==> config.mk <==
export PLATFORM = sky130hd
export DESIGN_NAME = iss_status_summary
export DESIGN_NICKNAME = d
export VERILOG_FILES = /design/src/design/iss_pkg.sv /design/src/design/iss_event_reg.sv /design/src/design/iss_status_summary.sv
export SDC_FILE = /design/constraint.sdc
export NUM_CORES = 1
export LEC_CHECK = 0
export BUFFER_PORTS_ARGS = -buffer_cell sky130_fd_sc_hd__buf_2
export CORE_MARGIN = 2
export CORE_UTILIZATION = 40
export DETAILED_ROUTE_END_ITERATION = 8
export GPL_TIMING_DRIVEN = 1
export HOLD_SLACK_MARGIN = 0.08
export PLACE_DENSITY_LB_ADDON = 0.3
export REMOVE_ABC_BUFFERS = 1
export SYNTH_ARGS = -nofsm -noshare
export SYNTH_HDL_FRONTEND = slang
export SYNTH_SLANG_ARGS = --single-unit
==> constraint.sdc <==
create_clock -name clk -period 3.15 [get_ports clk]
set_input_delay 0.1575 -clock clk [delete_from_list [all_inputs] [get_ports clk]]
set_output_delay 0.1575 -clock clk [all_outputs]
set_load 0.02 [all_outputs]
==> src/design/iss_pkg.sv <==
// Package for the status summary block: register map, bit positions, reset values and carrier types.
// Assumes a single clock domain; every user writes iss_pkg::name, nothing is imported.
package iss_pkg;

  // Register bus widths
  localparam int ADDR_W = 4;
  localparam int DATA_W = 8;

  // Register indices on the plain register port
  localparam logic [3:0] OFF_EVT_STAT  = 4'h0; // Standard event latches, read clears
  localparam logic [3:0] OFF_EVT_EN    = 4'h1; // Standard event enable
  localparam logic [3:0] OFF_STB       = 4'h2; // Status byte, bit 6 shows master summary
  localparam logic [3:0] OFF_SRQ_EN    = 4'h3; // Service request enable, bit 6 held zero
  localparam logic [3:0] OFF_CLR_ALL   = 4'h4; // Write: clear all event structures
  localparam logic [3:0] OFF_OQ_PUSH   = 4'h5; // Write: put a response byte in the output queue
  localparam logic [3:0] OFF_OQ_POP    = 4'h6; // Read: take the oldest response byte
  localparam logic [3:0] OFF_IRQ_STAT  = 4'h7; // Sticky interrupt causes, read only
  localparam logic [3:0] OFF_IRQ_EN    = 4'h8; // Interrupt enable
  localparam logic [3:0] OFF_IRQ_CLR   = 4'h9; // Write one to clear a cause
  localparam logic [3:0] OFF_OQ_COUNT  = 4'hA; // Output queue fill level

  // Status byte bit positions
  localparam int STB_ESB = 5;
  localparam int STB_MAV = 4;
  localparam int STB_RQS = 6;

  // Standard event bit positions
  localparam int EVT_OPC = 0; // Operation complete
  localparam int EVT_RQC = 1; // Bus control request
  localparam int EVT_QYE = 2; // Query error
  localparam int EVT_DDE = 3; // Device-dependent error
  localparam int EVT_EXE = 4; // Execution error
  localparam int EVT_CME = 5; // Command error
  localparam int EVT_URQ = 6; // User request
  localparam int EVT_PON = 7; // Power on

  // Interrupt cause positions
  localparam int IRQ_ESB  = 0; // Event summary rose
  localparam int IRQ_MAV  = 1; // Message became available
  localparam int IRQ_POLL = 2; // Serial poll served
  localparam int IRQ_OVF  = 3; // Push into a full output queue

  // Reset values and masks
  localparam logic [7:0] RST_BYTE   = 8'h00;
  localparam logic [7:0] MASK_NO_B6 = 8'hBF;
  localparam logic [3:0] RST_IRQ    = 4'h0;

  // Register bus request as one carrier
  typedef struct packed {
    logic [ADDR_W-1:0] addr;
    logic [DATA_W-1:0] wdata;
    logic              we;
    logic              re;
  } iss_bus_req_t;

  // Service request states, one-hot
  typedef enum logic [2:0] {
    RQ_IDLE   = 3'b001,
    RQ_PEND   = 3'b010,
    RQ_SERVED = 3'b100
  } iss_rq_state_t;

endpackage : iss_pkg

==> src/design/iss_event_reg.sv <==
// Register-model cell: sticky event latches, an enable register and their OR summary.
// Assumes set pulses come from logic on clk; the owner decides when read and clear happen.
module iss_event_reg #(
  parameter int WIDTH = 8
) (
  // Clock and reset
  input  wire logic             clk,
  input  wire logic             nrst,
  input  wire logic             ce,
  // Event sources and clearing
  input  wire logic [WIDTH-1:0] evt_set,
  input  wire logic             evt_clr,
  // Enable register write
  input  wire logic             en_we,
  input  wire logic [WIDTH-1:0] en_wdata,
  // State seen by the owner
  output logic      [WIDTH-1:0] evt_q,
  output logic      [WIDTH-1:0] en_q,
  output logic                  summary
);

  logic [WIDTH-1:0] evt_d;
  logic [WIDTH-1:0] en_d;
  logic [WIDTH-1:0] masked;

  // Latches hold until cleared; a set in the clear cycle survives
  always_comb begin
    evt_d = evt_q;
    en_d  = en_q;
    if (ce) begin
      evt_d = (evt_clr ? '0 : evt_q) | evt_set;
      if (en_we) begin
        en_d = en_wdata;
      end
    end
  end

  always_ff @(posedge clk or negedge nrst) begin
    if (!nrst) begin
      evt_q <= '0;
      en_q  <= '0;
    end else begin
      evt_q <= evt_d;
      en_q  <= en_d;
    end
  end

  // Per-bit AND, then OR into one summary
  assign masked  = evt_q & en_q;
  assign summary = |masked;
endmodule : iss_event_reg

==> src/design/iss_status_summary.sv <==
// Status summary block: standard event register, output queue, status byte and service request.
// Assumes events, queue pushes and the register port come from logic on clk; the poll pin is asynchronous.
//
// What this block does
// - Each register-model bit is one where event and its enable are both one.
// - A register-model summary is the OR of all its masked bits.
// - The queue summary is one while the queue holds any entry, else zero.
// - Standard event register has eight bits, power on through operation complete.
// - Status byte bit 5 is the masked summary of the standard event register.
// - Status byte bit 4 shows an unread entry waiting in the output queue.
// - The status byte is built from seven summary bits of the structures.
// - Service request is raised when status byte masked by its enable is nonzero.
// - Polled status byte bit 6 carries the request flag; a register read of the status byte shows master summary there.
// - A serial poll clears the request flag at once until a new cause.
// - Bit 6 of status byte and request enable count as zero for master summary.
//
// Local design decisions: the strobed register port and the register addresses.
module iss_status_summary #(
  parameter int OQ_DEPTH = 8
) (
  // Clock, reset and clock enable
  input  wire logic                       clk,
  input  wire logic                       nrst,
  input  wire logic                       ce,
  // Register port
  input  wire iss_pkg::iss_bus_req_t      bus_req,
  output logic [iss_pkg::DATA_W-1:0]      rdata_q,
  // Event sources
  input  wire logic [7:0]                 std_evt,
  input  wire logic [4:0]                 dev_sum,
  // Controller side
  input  wire logic                       poll_pin,
  output logic                            srq_q,
  output logic [7:0]                      poll_byte_q,
  output logic                            poll_valid_q,
  // Interrupt
  output logic                            irq_q
);

  localparam int CNT_W = $clog2(OQ_DEPTH + 1);
  localparam int PTR_W = (OQ_DEPTH > 1) ? $clog2(OQ_DEPTH) : 1;

  // Register decode used by several processes
  function automatic logic hit(input iss_pkg::iss_bus_req_t r, input logic [3:0] off, input logic wr);
    hit = (wr ? r.we : r.re) && (r.addr == off);
  endfunction : hit

  // Standard event register and enable
  logic [7:0] esr;
  logic [7:0] ese;
  logic       esb;
  logic       clr_all;

  assign clr_all = hit(bus_req, iss_pkg::OFF_CLR_ALL, 1'b1);

  iss_event_reg #(
    .WIDTH (8)
  ) u_std_evt (
    .clk      (clk),
    .nrst     (nrst),
    .ce       (ce),
    .evt_set  (std_evt),
    .evt_clr  (clr_all || hit(bus_req, iss_pkg::OFF_EVT_STAT, 1'b0)),
    .en_we    (hit(bus_req, iss_pkg::OFF_EVT_EN, 1'b1)),
    .en_wdata (bus_req.wdata),
    .evt_q    (esr),
    .en_q     (ese),
    .summary  (esb)
  );

  // Output queue
  logic [7:0]       oq_mem [OQ_DEPTH];
  logic [PTR_W-1:0] oq_wp_q, oq_wp_d, oq_rp_q, oq_rp_d;
  logic [CNT_W-1:0] oq_cnt_q, oq_cnt_d;
  logic             oq_push, oq_pop, oq_full, oq_empty, oq_ovf;

  assign oq_full  = (oq_cnt_q == CNT_W'(OQ_DEPTH));
  assign oq_empty = (oq_cnt_q == '0);
  assign oq_push  = ce && hit(bus_req, iss_pkg::OFF_OQ_PUSH, 1'b1) && !oq_full;
  assign oq_pop   = ce && hit(bus_req, iss_pkg::OFF_OQ_POP, 1'b0) && !oq_empty;
  assign oq_ovf   = ce && hit(bus_req, iss_pkg::OFF_OQ_PUSH, 1'b1) && oq_full;

  // Queue pointers; clearing events leaves unread responses in place
  always_comb begin
    oq_wp_d  = oq_wp_q;
    oq_rp_d  = oq_rp_q;
    oq_cnt_d = oq_cnt_q;
    if (oq_push) begin
      oq_wp_d = (oq_wp_q == PTR_W'(OQ_DEPTH - 1)) ? '0 : oq_wp_q + 1'b1;
    end
    if (oq_pop) begin
      oq_rp_d = (oq_rp_q == PTR_W'(OQ_DEPTH - 1)) ? '0 : oq_rp_q + 1'b1;
    end
    case ({oq_push, oq_pop})
      2'b10:   oq_cnt_d = oq_cnt_q + 1'b1;
      2'b01:   oq_cnt_d = oq_cnt_q - 1'b1;
      default: oq_cnt_d = oq_cnt_q;
    endcase
  end

  always_ff @(posedge clk or negedge nrst) begin
    if (!nrst) begin
      oq_wp_q  <= '0;
      oq_rp_q  <= '0;
      oq_cnt_q <= '0;
    end else begin
      oq_wp_q  <= oq_wp_d;
      oq_rp_q  <= oq_rp_d;
      oq_cnt_q <= oq_cnt_d;
    end
  end

  // Storage has no reset; entries are only read behind the count
  always_ff @(posedge clk) begin
    if (oq_push) begin
      oq_mem[oq_wp_q] <= bus_req.wdata;
    end
  end

  // Status byte assembly
  logic       mav;
  logic [7:0] stb_sum;
  logic [7:0] sre_q, sre_d;
  logic [7:0] masked_stb, masked_prev_q;
  logic       mss, new_cause;

  assign mav = !oq_empty;

  // Seven summaries; bit 6 left zero for the request flag
  assign stb_sum = {dev_sum[4], 1'b0, esb, mav, dev_sum[3:0]};

  // Enable keeps bit 6 at zero so it never takes part
  always_comb begin
    sre_d = sre_q;
    if (ce && hit(bus_req, iss_pkg::OFF_SRQ_EN, 1'b1)) begin
      sre_d = bus_req.wdata & iss_pkg::MASK_NO_B6;
    end
  end

  assign masked_stb = stb_sum & sre_q & iss_pkg::MASK_NO_B6;
  assign mss        = |masked_stb;
  assign new_cause  = |(masked_stb & ~masked_prev_q);

  // Poll pin synchroniser; edge detect reads only the second and third stages
  logic poll_s1_q, poll_s2_q, poll_s3_q, poll_edge;

  always_ff @(posedge clk or negedge nrst) begin
    if (!nrst) begin
      poll_s1_q <= 1'b0;
      poll_s2_q <= 1'b0;
      poll_s3_q <= 1'b0;
    end else if (ce) begin
      poll_s1_q <= poll_pin;
      poll_s2_q <= poll_s1_q;
      poll_s3_q <= poll_s2_q;
    end
  end

  assign poll_edge = ce && poll_s2_q && !poll_s3_q;

  // Request flag: raised on a cause, dropped by a poll, re-armed only by a new cause
  iss_pkg::iss_rq_state_t rq_q, rq_d;
  logic                   rqs;

  always_comb begin
    rq_d = rq_q;
    if (ce) begin
      case (rq_q)
        iss_pkg::RQ_IDLE: begin
          if (mss) rq_d = iss_pkg::RQ_PEND;
        end
        iss_pkg::RQ_PEND: begin
          if (poll_edge)  rq_d = iss_pkg::RQ_SERVED;
          else if (!mss)  rq_d = iss_pkg::RQ_IDLE;
        end
        iss_pkg::RQ_SERVED: begin
          if (!mss)           rq_d = iss_pkg::RQ_IDLE;
          else if (new_cause) rq_d = iss_pkg::RQ_PEND;
        end
        default: rq_d = iss_pkg::RQ_IDLE;
      endcase
    end
  end

  assign rqs = (rq_q == iss_pkg::RQ_PEND);

  always_ff @(posedge clk or negedge nrst) begin
    if (!nrst) begin
      rq_q          <= iss_pkg::RQ_IDLE;
      sre_q         <= iss_pkg::RST_BYTE;
      masked_prev_q <= iss_pkg::RST_BYTE;
    end else begin
      rq_q          <= rq_d;
      sre_q         <= sre_d;
      masked_prev_q <= ce ? masked_stb : masked_prev_q;
    end
  end

  // Interrupt causes: set wins over a clear in the same cycle
  logic [3:0] ist_q, ist_d, ien_q, ien_d, ist_set;
  logic       esb_prev_q, mav_prev_q;

  assign ist_set = {oq_ovf, poll_edge && rqs, ce && mav && !mav_prev_q, ce && esb && !esb_prev_q};

  always_comb begin
    ist_d = ist_q;
    ien_d = ien_q;
    if (ce) begin
      if (hit(bus_req, iss_pkg::OFF_IRQ_CLR, 1'b1)) ist_d = ist_q & ~bus_req.wdata[3:0];
      if (hit(bus_req, iss_pkg::OFF_IRQ_EN, 1'b1))  ien_d = bus_req.wdata[3:0];
    end
    ist_d = ist_d | ist_set;
  end

  always_ff @(posedge clk or negedge nrst) begin
    if (!nrst) begin
      ist_q      <= iss_pkg::RST_IRQ;
      ien_q      <= iss_pkg::RST_IRQ;
      esb_prev_q <= 1'b0;
      mav_prev_q <= 1'b0;
    end else begin
      ist_q      <= ist_d;
      ien_q      <= ien_d;
      esb_prev_q <= ce ? esb : esb_prev_q;
      mav_prev_q <= ce ? mav : mav_prev_q;
    end
  end

  // Read mux; status byte read shows master summary at bit 6
  logic [7:0] rdata_d;

  always_comb begin
    rdata_d = rdata_q;
    if (ce) begin
      rdata_d = iss_pkg::RST_BYTE;
      if (bus_req.re) begin
        case (bus_req.addr)
          iss_pkg::OFF_EVT_STAT: rdata_d = esr;
          iss_pkg::OFF_EVT_EN:   rdata_d = ese;
          iss_pkg::OFF_STB:      rdata_d = stb_sum | {1'b0, mss, 6'h00};
          iss_pkg::OFF_SRQ_EN:   rdata_d = sre_q;
          iss_pkg::OFF_OQ_POP:   rdata_d = oq_empty ? iss_pkg::RST_BYTE : oq_mem[oq_rp_q];
          iss_pkg::OFF_IRQ_STAT: rdata_d = {4'h0, ist_q};
          iss_pkg::OFF_IRQ_EN:   rdata_d = {4'h0, ien_q};
          iss_pkg::OFF_OQ_COUNT: rdata_d = 8'(oq_cnt_q);
          default:               rdata_d = iss_pkg::RST_BYTE;
        endcase
      end
    end
  end

  // Output registers; poll byte is captured on the poll with the flag before it drops
  logic [7:0] poll_byte_d;
  logic       poll_valid_d, srq_d, irq_d;

  always_comb begin
    poll_byte_d  = poll_byte_q;
    poll_valid_d = poll_valid_q;
    srq_d        = srq_q;
    irq_d        = irq_q;
    if (ce) begin
      poll_valid_d = poll_edge;
      if (poll_edge) poll_byte_d = stb_sum | {1'b0, rqs, 6'h00};
      srq_d = rqs;
      irq_d = |(ist_q & ien_q);
    end
  end

  always_ff @(posedge clk or negedge nrst) begin
    if (!nrst) begin
      rdata_q      <= iss_pkg::RST_BYTE;
      poll_byte_q  <= iss_pkg::RST_BYTE;
      poll_valid_q <= 1'b0;
      srq_q        <= 1'b0;
      irq_q        <= 1'b0;
    end else begin
      rdata_q      <= rdata_d;
      poll_byte_q  <= poll_byte_d;
      poll_valid_q <= poll_valid_d;
      srq_q        <= srq_d;
      irq_q        <= irq_d;
    end
  end
endmodule : iss_status_summary

==> key figures <==
Pwr
  – Pleak: 3.04 nW
  – Max IR drop VDD: 0.000434 V
  – Pwr dens: 687 nW/um2

Worst hold path
  – Hold path cells: 1
  – Min-delay src: bus_req[3]
  – Endpoint, Worst Hold: oq_mem[4][1]
  – Hold Path Class: primary input to flop

Yosys
  – Synth Register Bits: 139
  – Post-synthesis sequential area ratio: 60.6%
  – Mapped Cells: 459
  – Synth warn: 0
  – Synthesized area: 6270 um2
  – Mean Syn Cell Area: 13.7 um2
  – EDFF count, synth: 64
  – Netlist cell types: 59
  – Synth Flop Type: dfrtp_1
  – Ys async rst share: 54.0%

Clock network
  – Num Clock Sinks: 139
  – CTS tree: built
  – Clk_lat worst skew: 0.42 ns
  – CTS Buf Count: 17
  – Reg clk slew, reported paths: 0.06 ns
  – Root buffer cell: clkbuf_16
  – Post CTS Setup Buffer Count: 0
  – Worst-case clock buffer depth: 2
  – Cts hold-fix bufs: 19
  – H-tree depth: 4
  – Post-CTS sizing: 0

Critical path
  – Max incr delay on CP: 0.53 ns
  – R2R depth: 12
  – R2R setup slack: 0.40 ns
  – Most used cell, CP: ha_1
  – Kind of critical path: flop to flop
  – Worst path depth: 12
  – Crit path required time: 3.44 ns
  – Crit end category: flop
  – Reg2reg start: oq_cnt_q[0]
  – CP Max Fanout: 7
  – Crit path DAT: 3.04 ns
  – Slowest cell on crit path: dfrtp_1
  – Cell Chain, Critical Path: nor3_2 -> nand2b_1 -> nand4b_2 -> or2_1 -> inv_1 -> ha_1 -> ha_1 -> a21o_2 -> a21oi_1 -> xnor2_1 -> nor2_1 -> xor2_1
  – CP startpoint kind: flop
  – WP buf/inv: 1
  – Delay-heaviest family, CP: simple AND/OR/NAND/NOR gates
  – FF-to-FF End: oq_cnt_q[3]

Route
  – WL final: 14500 um
  – TritonRoute pass-1 iters: 4
  – Post-DR wirelength/cell: 19.0 um
  – # DRC: 0
  – DR vias: 4039
  – DRT iter0 DRCs: 459
  – Vias per cell: 5.27
  – Final ANT Viol Nets: 0

STA
  – Final setup margin: 0.403 ns
  – Worst-case clock skew: 0.00853 ns
  – Share of the clock period used by the worst path: 87.2%
  – Slew headroom: 37.6%
  – Worst-Margin Slew: 0.936 ns
  – Tmin final: 2.75 ns
  – FMAX: 364 MHz
  – Fin. Hold Viols: 0
  – Slew Limit Fails: 0
  – RSZ-0062 raised after global routing: no
  – Setup TNS: 0 ns
  – Final setup fails: 0

Place
  – Final Wtd Congestion: 0.880
  – Post-placement cell count: 714
  – Placement Cell Area: 6800 um2
  – Port buffer count: 49
  – Setup WS pre-CTS: 0.407 ns
  – HPWL Detailed: 9900 um

Floorplan
  – IO Pins: 50
  – Starting Density: 41.1%
  – Die Footprint: 16700 um2
  – Die Width: 129 um
  – # rows: 45
  – Placeable Area: 15300 um2
  – Die Ht: 129 um

Layout
  – P&R area growth vs syn: 20.7%
  – Final nets: 580
  – Fin cells: 766
  – Final Core Density: 49.6%
  – Fin area: 7570 um2
  – Fraction of layout cells with a size suffix above 1: 28.7%

Global route
  – First-pass GRT wire length: 22900 um
  – Largest net degree at the start of global routing: 76
  – Overflow after GRT: 0
  – Initial antenna violation count: 1
  – Total track usage: 18.7%
  – Number of global-route vias before repair: 4149

Flow run
  – Max-cap violation count: 0

Status
  – Outcome: finished, final reports clean
cell type report:
class	instances	area, um2
clock buffer	20	458
clock inverter	12	123
tap	211	264
inverter	26	97.6
multi-input combinational	272	2260
sequential	139	3800
timing repair buffer	85	566
antenna	1	2.50
fill	1296	7690
worst max path at each step:
| stage | start | endpoint | slack, ns |
|---|---|---|---|
| floorplan | oq_cnt_q[0] | oq_cnt_q[3] | 0.61 |
| global placement | oq_cnt_q[0] | oq_cnt_q[3] | 0.52 |
| detailed placement | oq_cnt_q[0] | oq_cnt_q[3] | 0.41 |
| CTS | oq_cnt_q[0] | oq_cnt_q[3] | 0.41 |
| global route | oq_cnt_q[0] | oq_cnt_q[3] | 0.25 |
| finish | oq_cnt_q[0] | oq_cnt_q[3] | 0.40 |
cell usage in the layout (no fill, tap or decap), types with 10 or more instances in the layout:
cell type | synthesis | routed
a22oi_1 | 10 | 10
buf_2 | 8 | 48
nor3_1 | 11 | 11
a22o_1 | 11 | 11
o22ai_1 | 12 | 12
nand3_1 | 12 | 12
inv_1 | 25 | 25
dlygate4sd3_1 | 0 | 19
mux2_2 | 24 | 24
mux2i_1 | 16 | 16
mux4_2 | 19 | 19
o21ai_0 | 18 | 18
edfxtp_1 | 64 | 64
dfrtp_1 | 74 | 74
buf_4 | 1 | 18
nor2_1 | 22 | 22
nand2_1 | 36 | 36
clkbuf_16 | 0 | 18
where the power goes:
part           internal, mW  switching [mW]
clock                  1.20           0.739
combinational         0.439           0.490
sequential             2.11           0.217
synthesized netlist by cell type (3+ instances only):
cell type / n / area share [%]
dfrtp_1: 74 / 30
edfxtp_1: 64 / 31
nand2_1: 36 / 2.2
inv_1: 25 / 1.5
mux2_2: 24 / 4.3
nor2_1: 22 / 1.3
mux4_2: 19 / 6.8
o21ai_0: 18 / 1.4
mux2i_1: 16 / 2.6
nand3_1: 12 / 0.96
o22ai_1: 12 / 1.2
a22o_1: 11 / 1.5
nor3_1: 11 / 0.88
a22oi_1: 10 / 1.2
clkbuf_1: 10 / 0.60
a21oi_1: 9 / 0.72
buf_2: 8 / 0.64
ha_1: 7 / 1.4
nand2b_1: 7 / 0.70
a21o_1: 5 / 0.60
a211oi_1: 4 / 0.48
a31oi_1: 3 / 0.30
nor2b_1: 3 / 0.30
nor3_2: 3 / 0.48
o221ai_1: 3 / 0.42
routing by layer:
metal	routed length [um]	vias to the layer above	track usage, %
met4	245	0	6.33
met2	6720	118	28.4
met3	866	20	5.04
met5	0	-	0
met1	6700	2001	26.1
li1	-	1900	-
worst register-to-register path: cells and delay by family, from the launching register on:
kind | cells | cell delay (ns)
and+or+nand+nor | 5 | 0.90
DFF | 1 | 0.53
adders and majority gates | 2 | 0.44
AOI/OAI and AO/OA | 2 | 0.39
xor gates and xnor gates | 2 | 0.29
buffers and inverters | 1 | 0.07
logic make-up (layout without fill, tap and decap cells):
kind of cell / after synthesis / after routing / synth area share (%)
DFF: 139 / 139 / 60.6
and+or+nand+nor: 111 / 111 / 9.14
AOI/OAI and AO/OA: 88 / 88 / 10.5
other: 0 / 1 / 0
adders and majority gates: 8 / 8 / 1.72
muxes: 61 / 61 / 14.1
xor gates and xnor gates: 4 / 4 / 0.559
buffers and inverters: 48 / 143 / 3.37
per-stage QoR:
step                      hold WS (ns)  power [mW]
after detailed placement         0.372        3.27
after floorplan                 -0.138        2.93
final                            0.120        5.20
after global routing             0.112        5.44
after CTS                        0.101        5.24
after global placement           0.353        3.23
sequential cells by signal, indices dropped and copies added (netlist names):
name / cells
masked_prev_q: 7
ien_q: 4
esb_prev_q: 1
irq_q: 1
rq_q: 3
u_std_evt.en_q: 8
poll_valid_q: 1
oq_wp_q: 3
u_std_evt.evt_q: 8
oq_cnt_q: 4
sre_q: 7
poll_s2_q: 1
srq_q: 1
oq_rp_q: 3
rdata_q: 8
mav_prev_q: 1
poll_byte_q: 8
poll_s1_q: 1
poll_s3_q: 1
oq_mem: 64
ist_q: 4
Power figures use the tool's default switching activity.
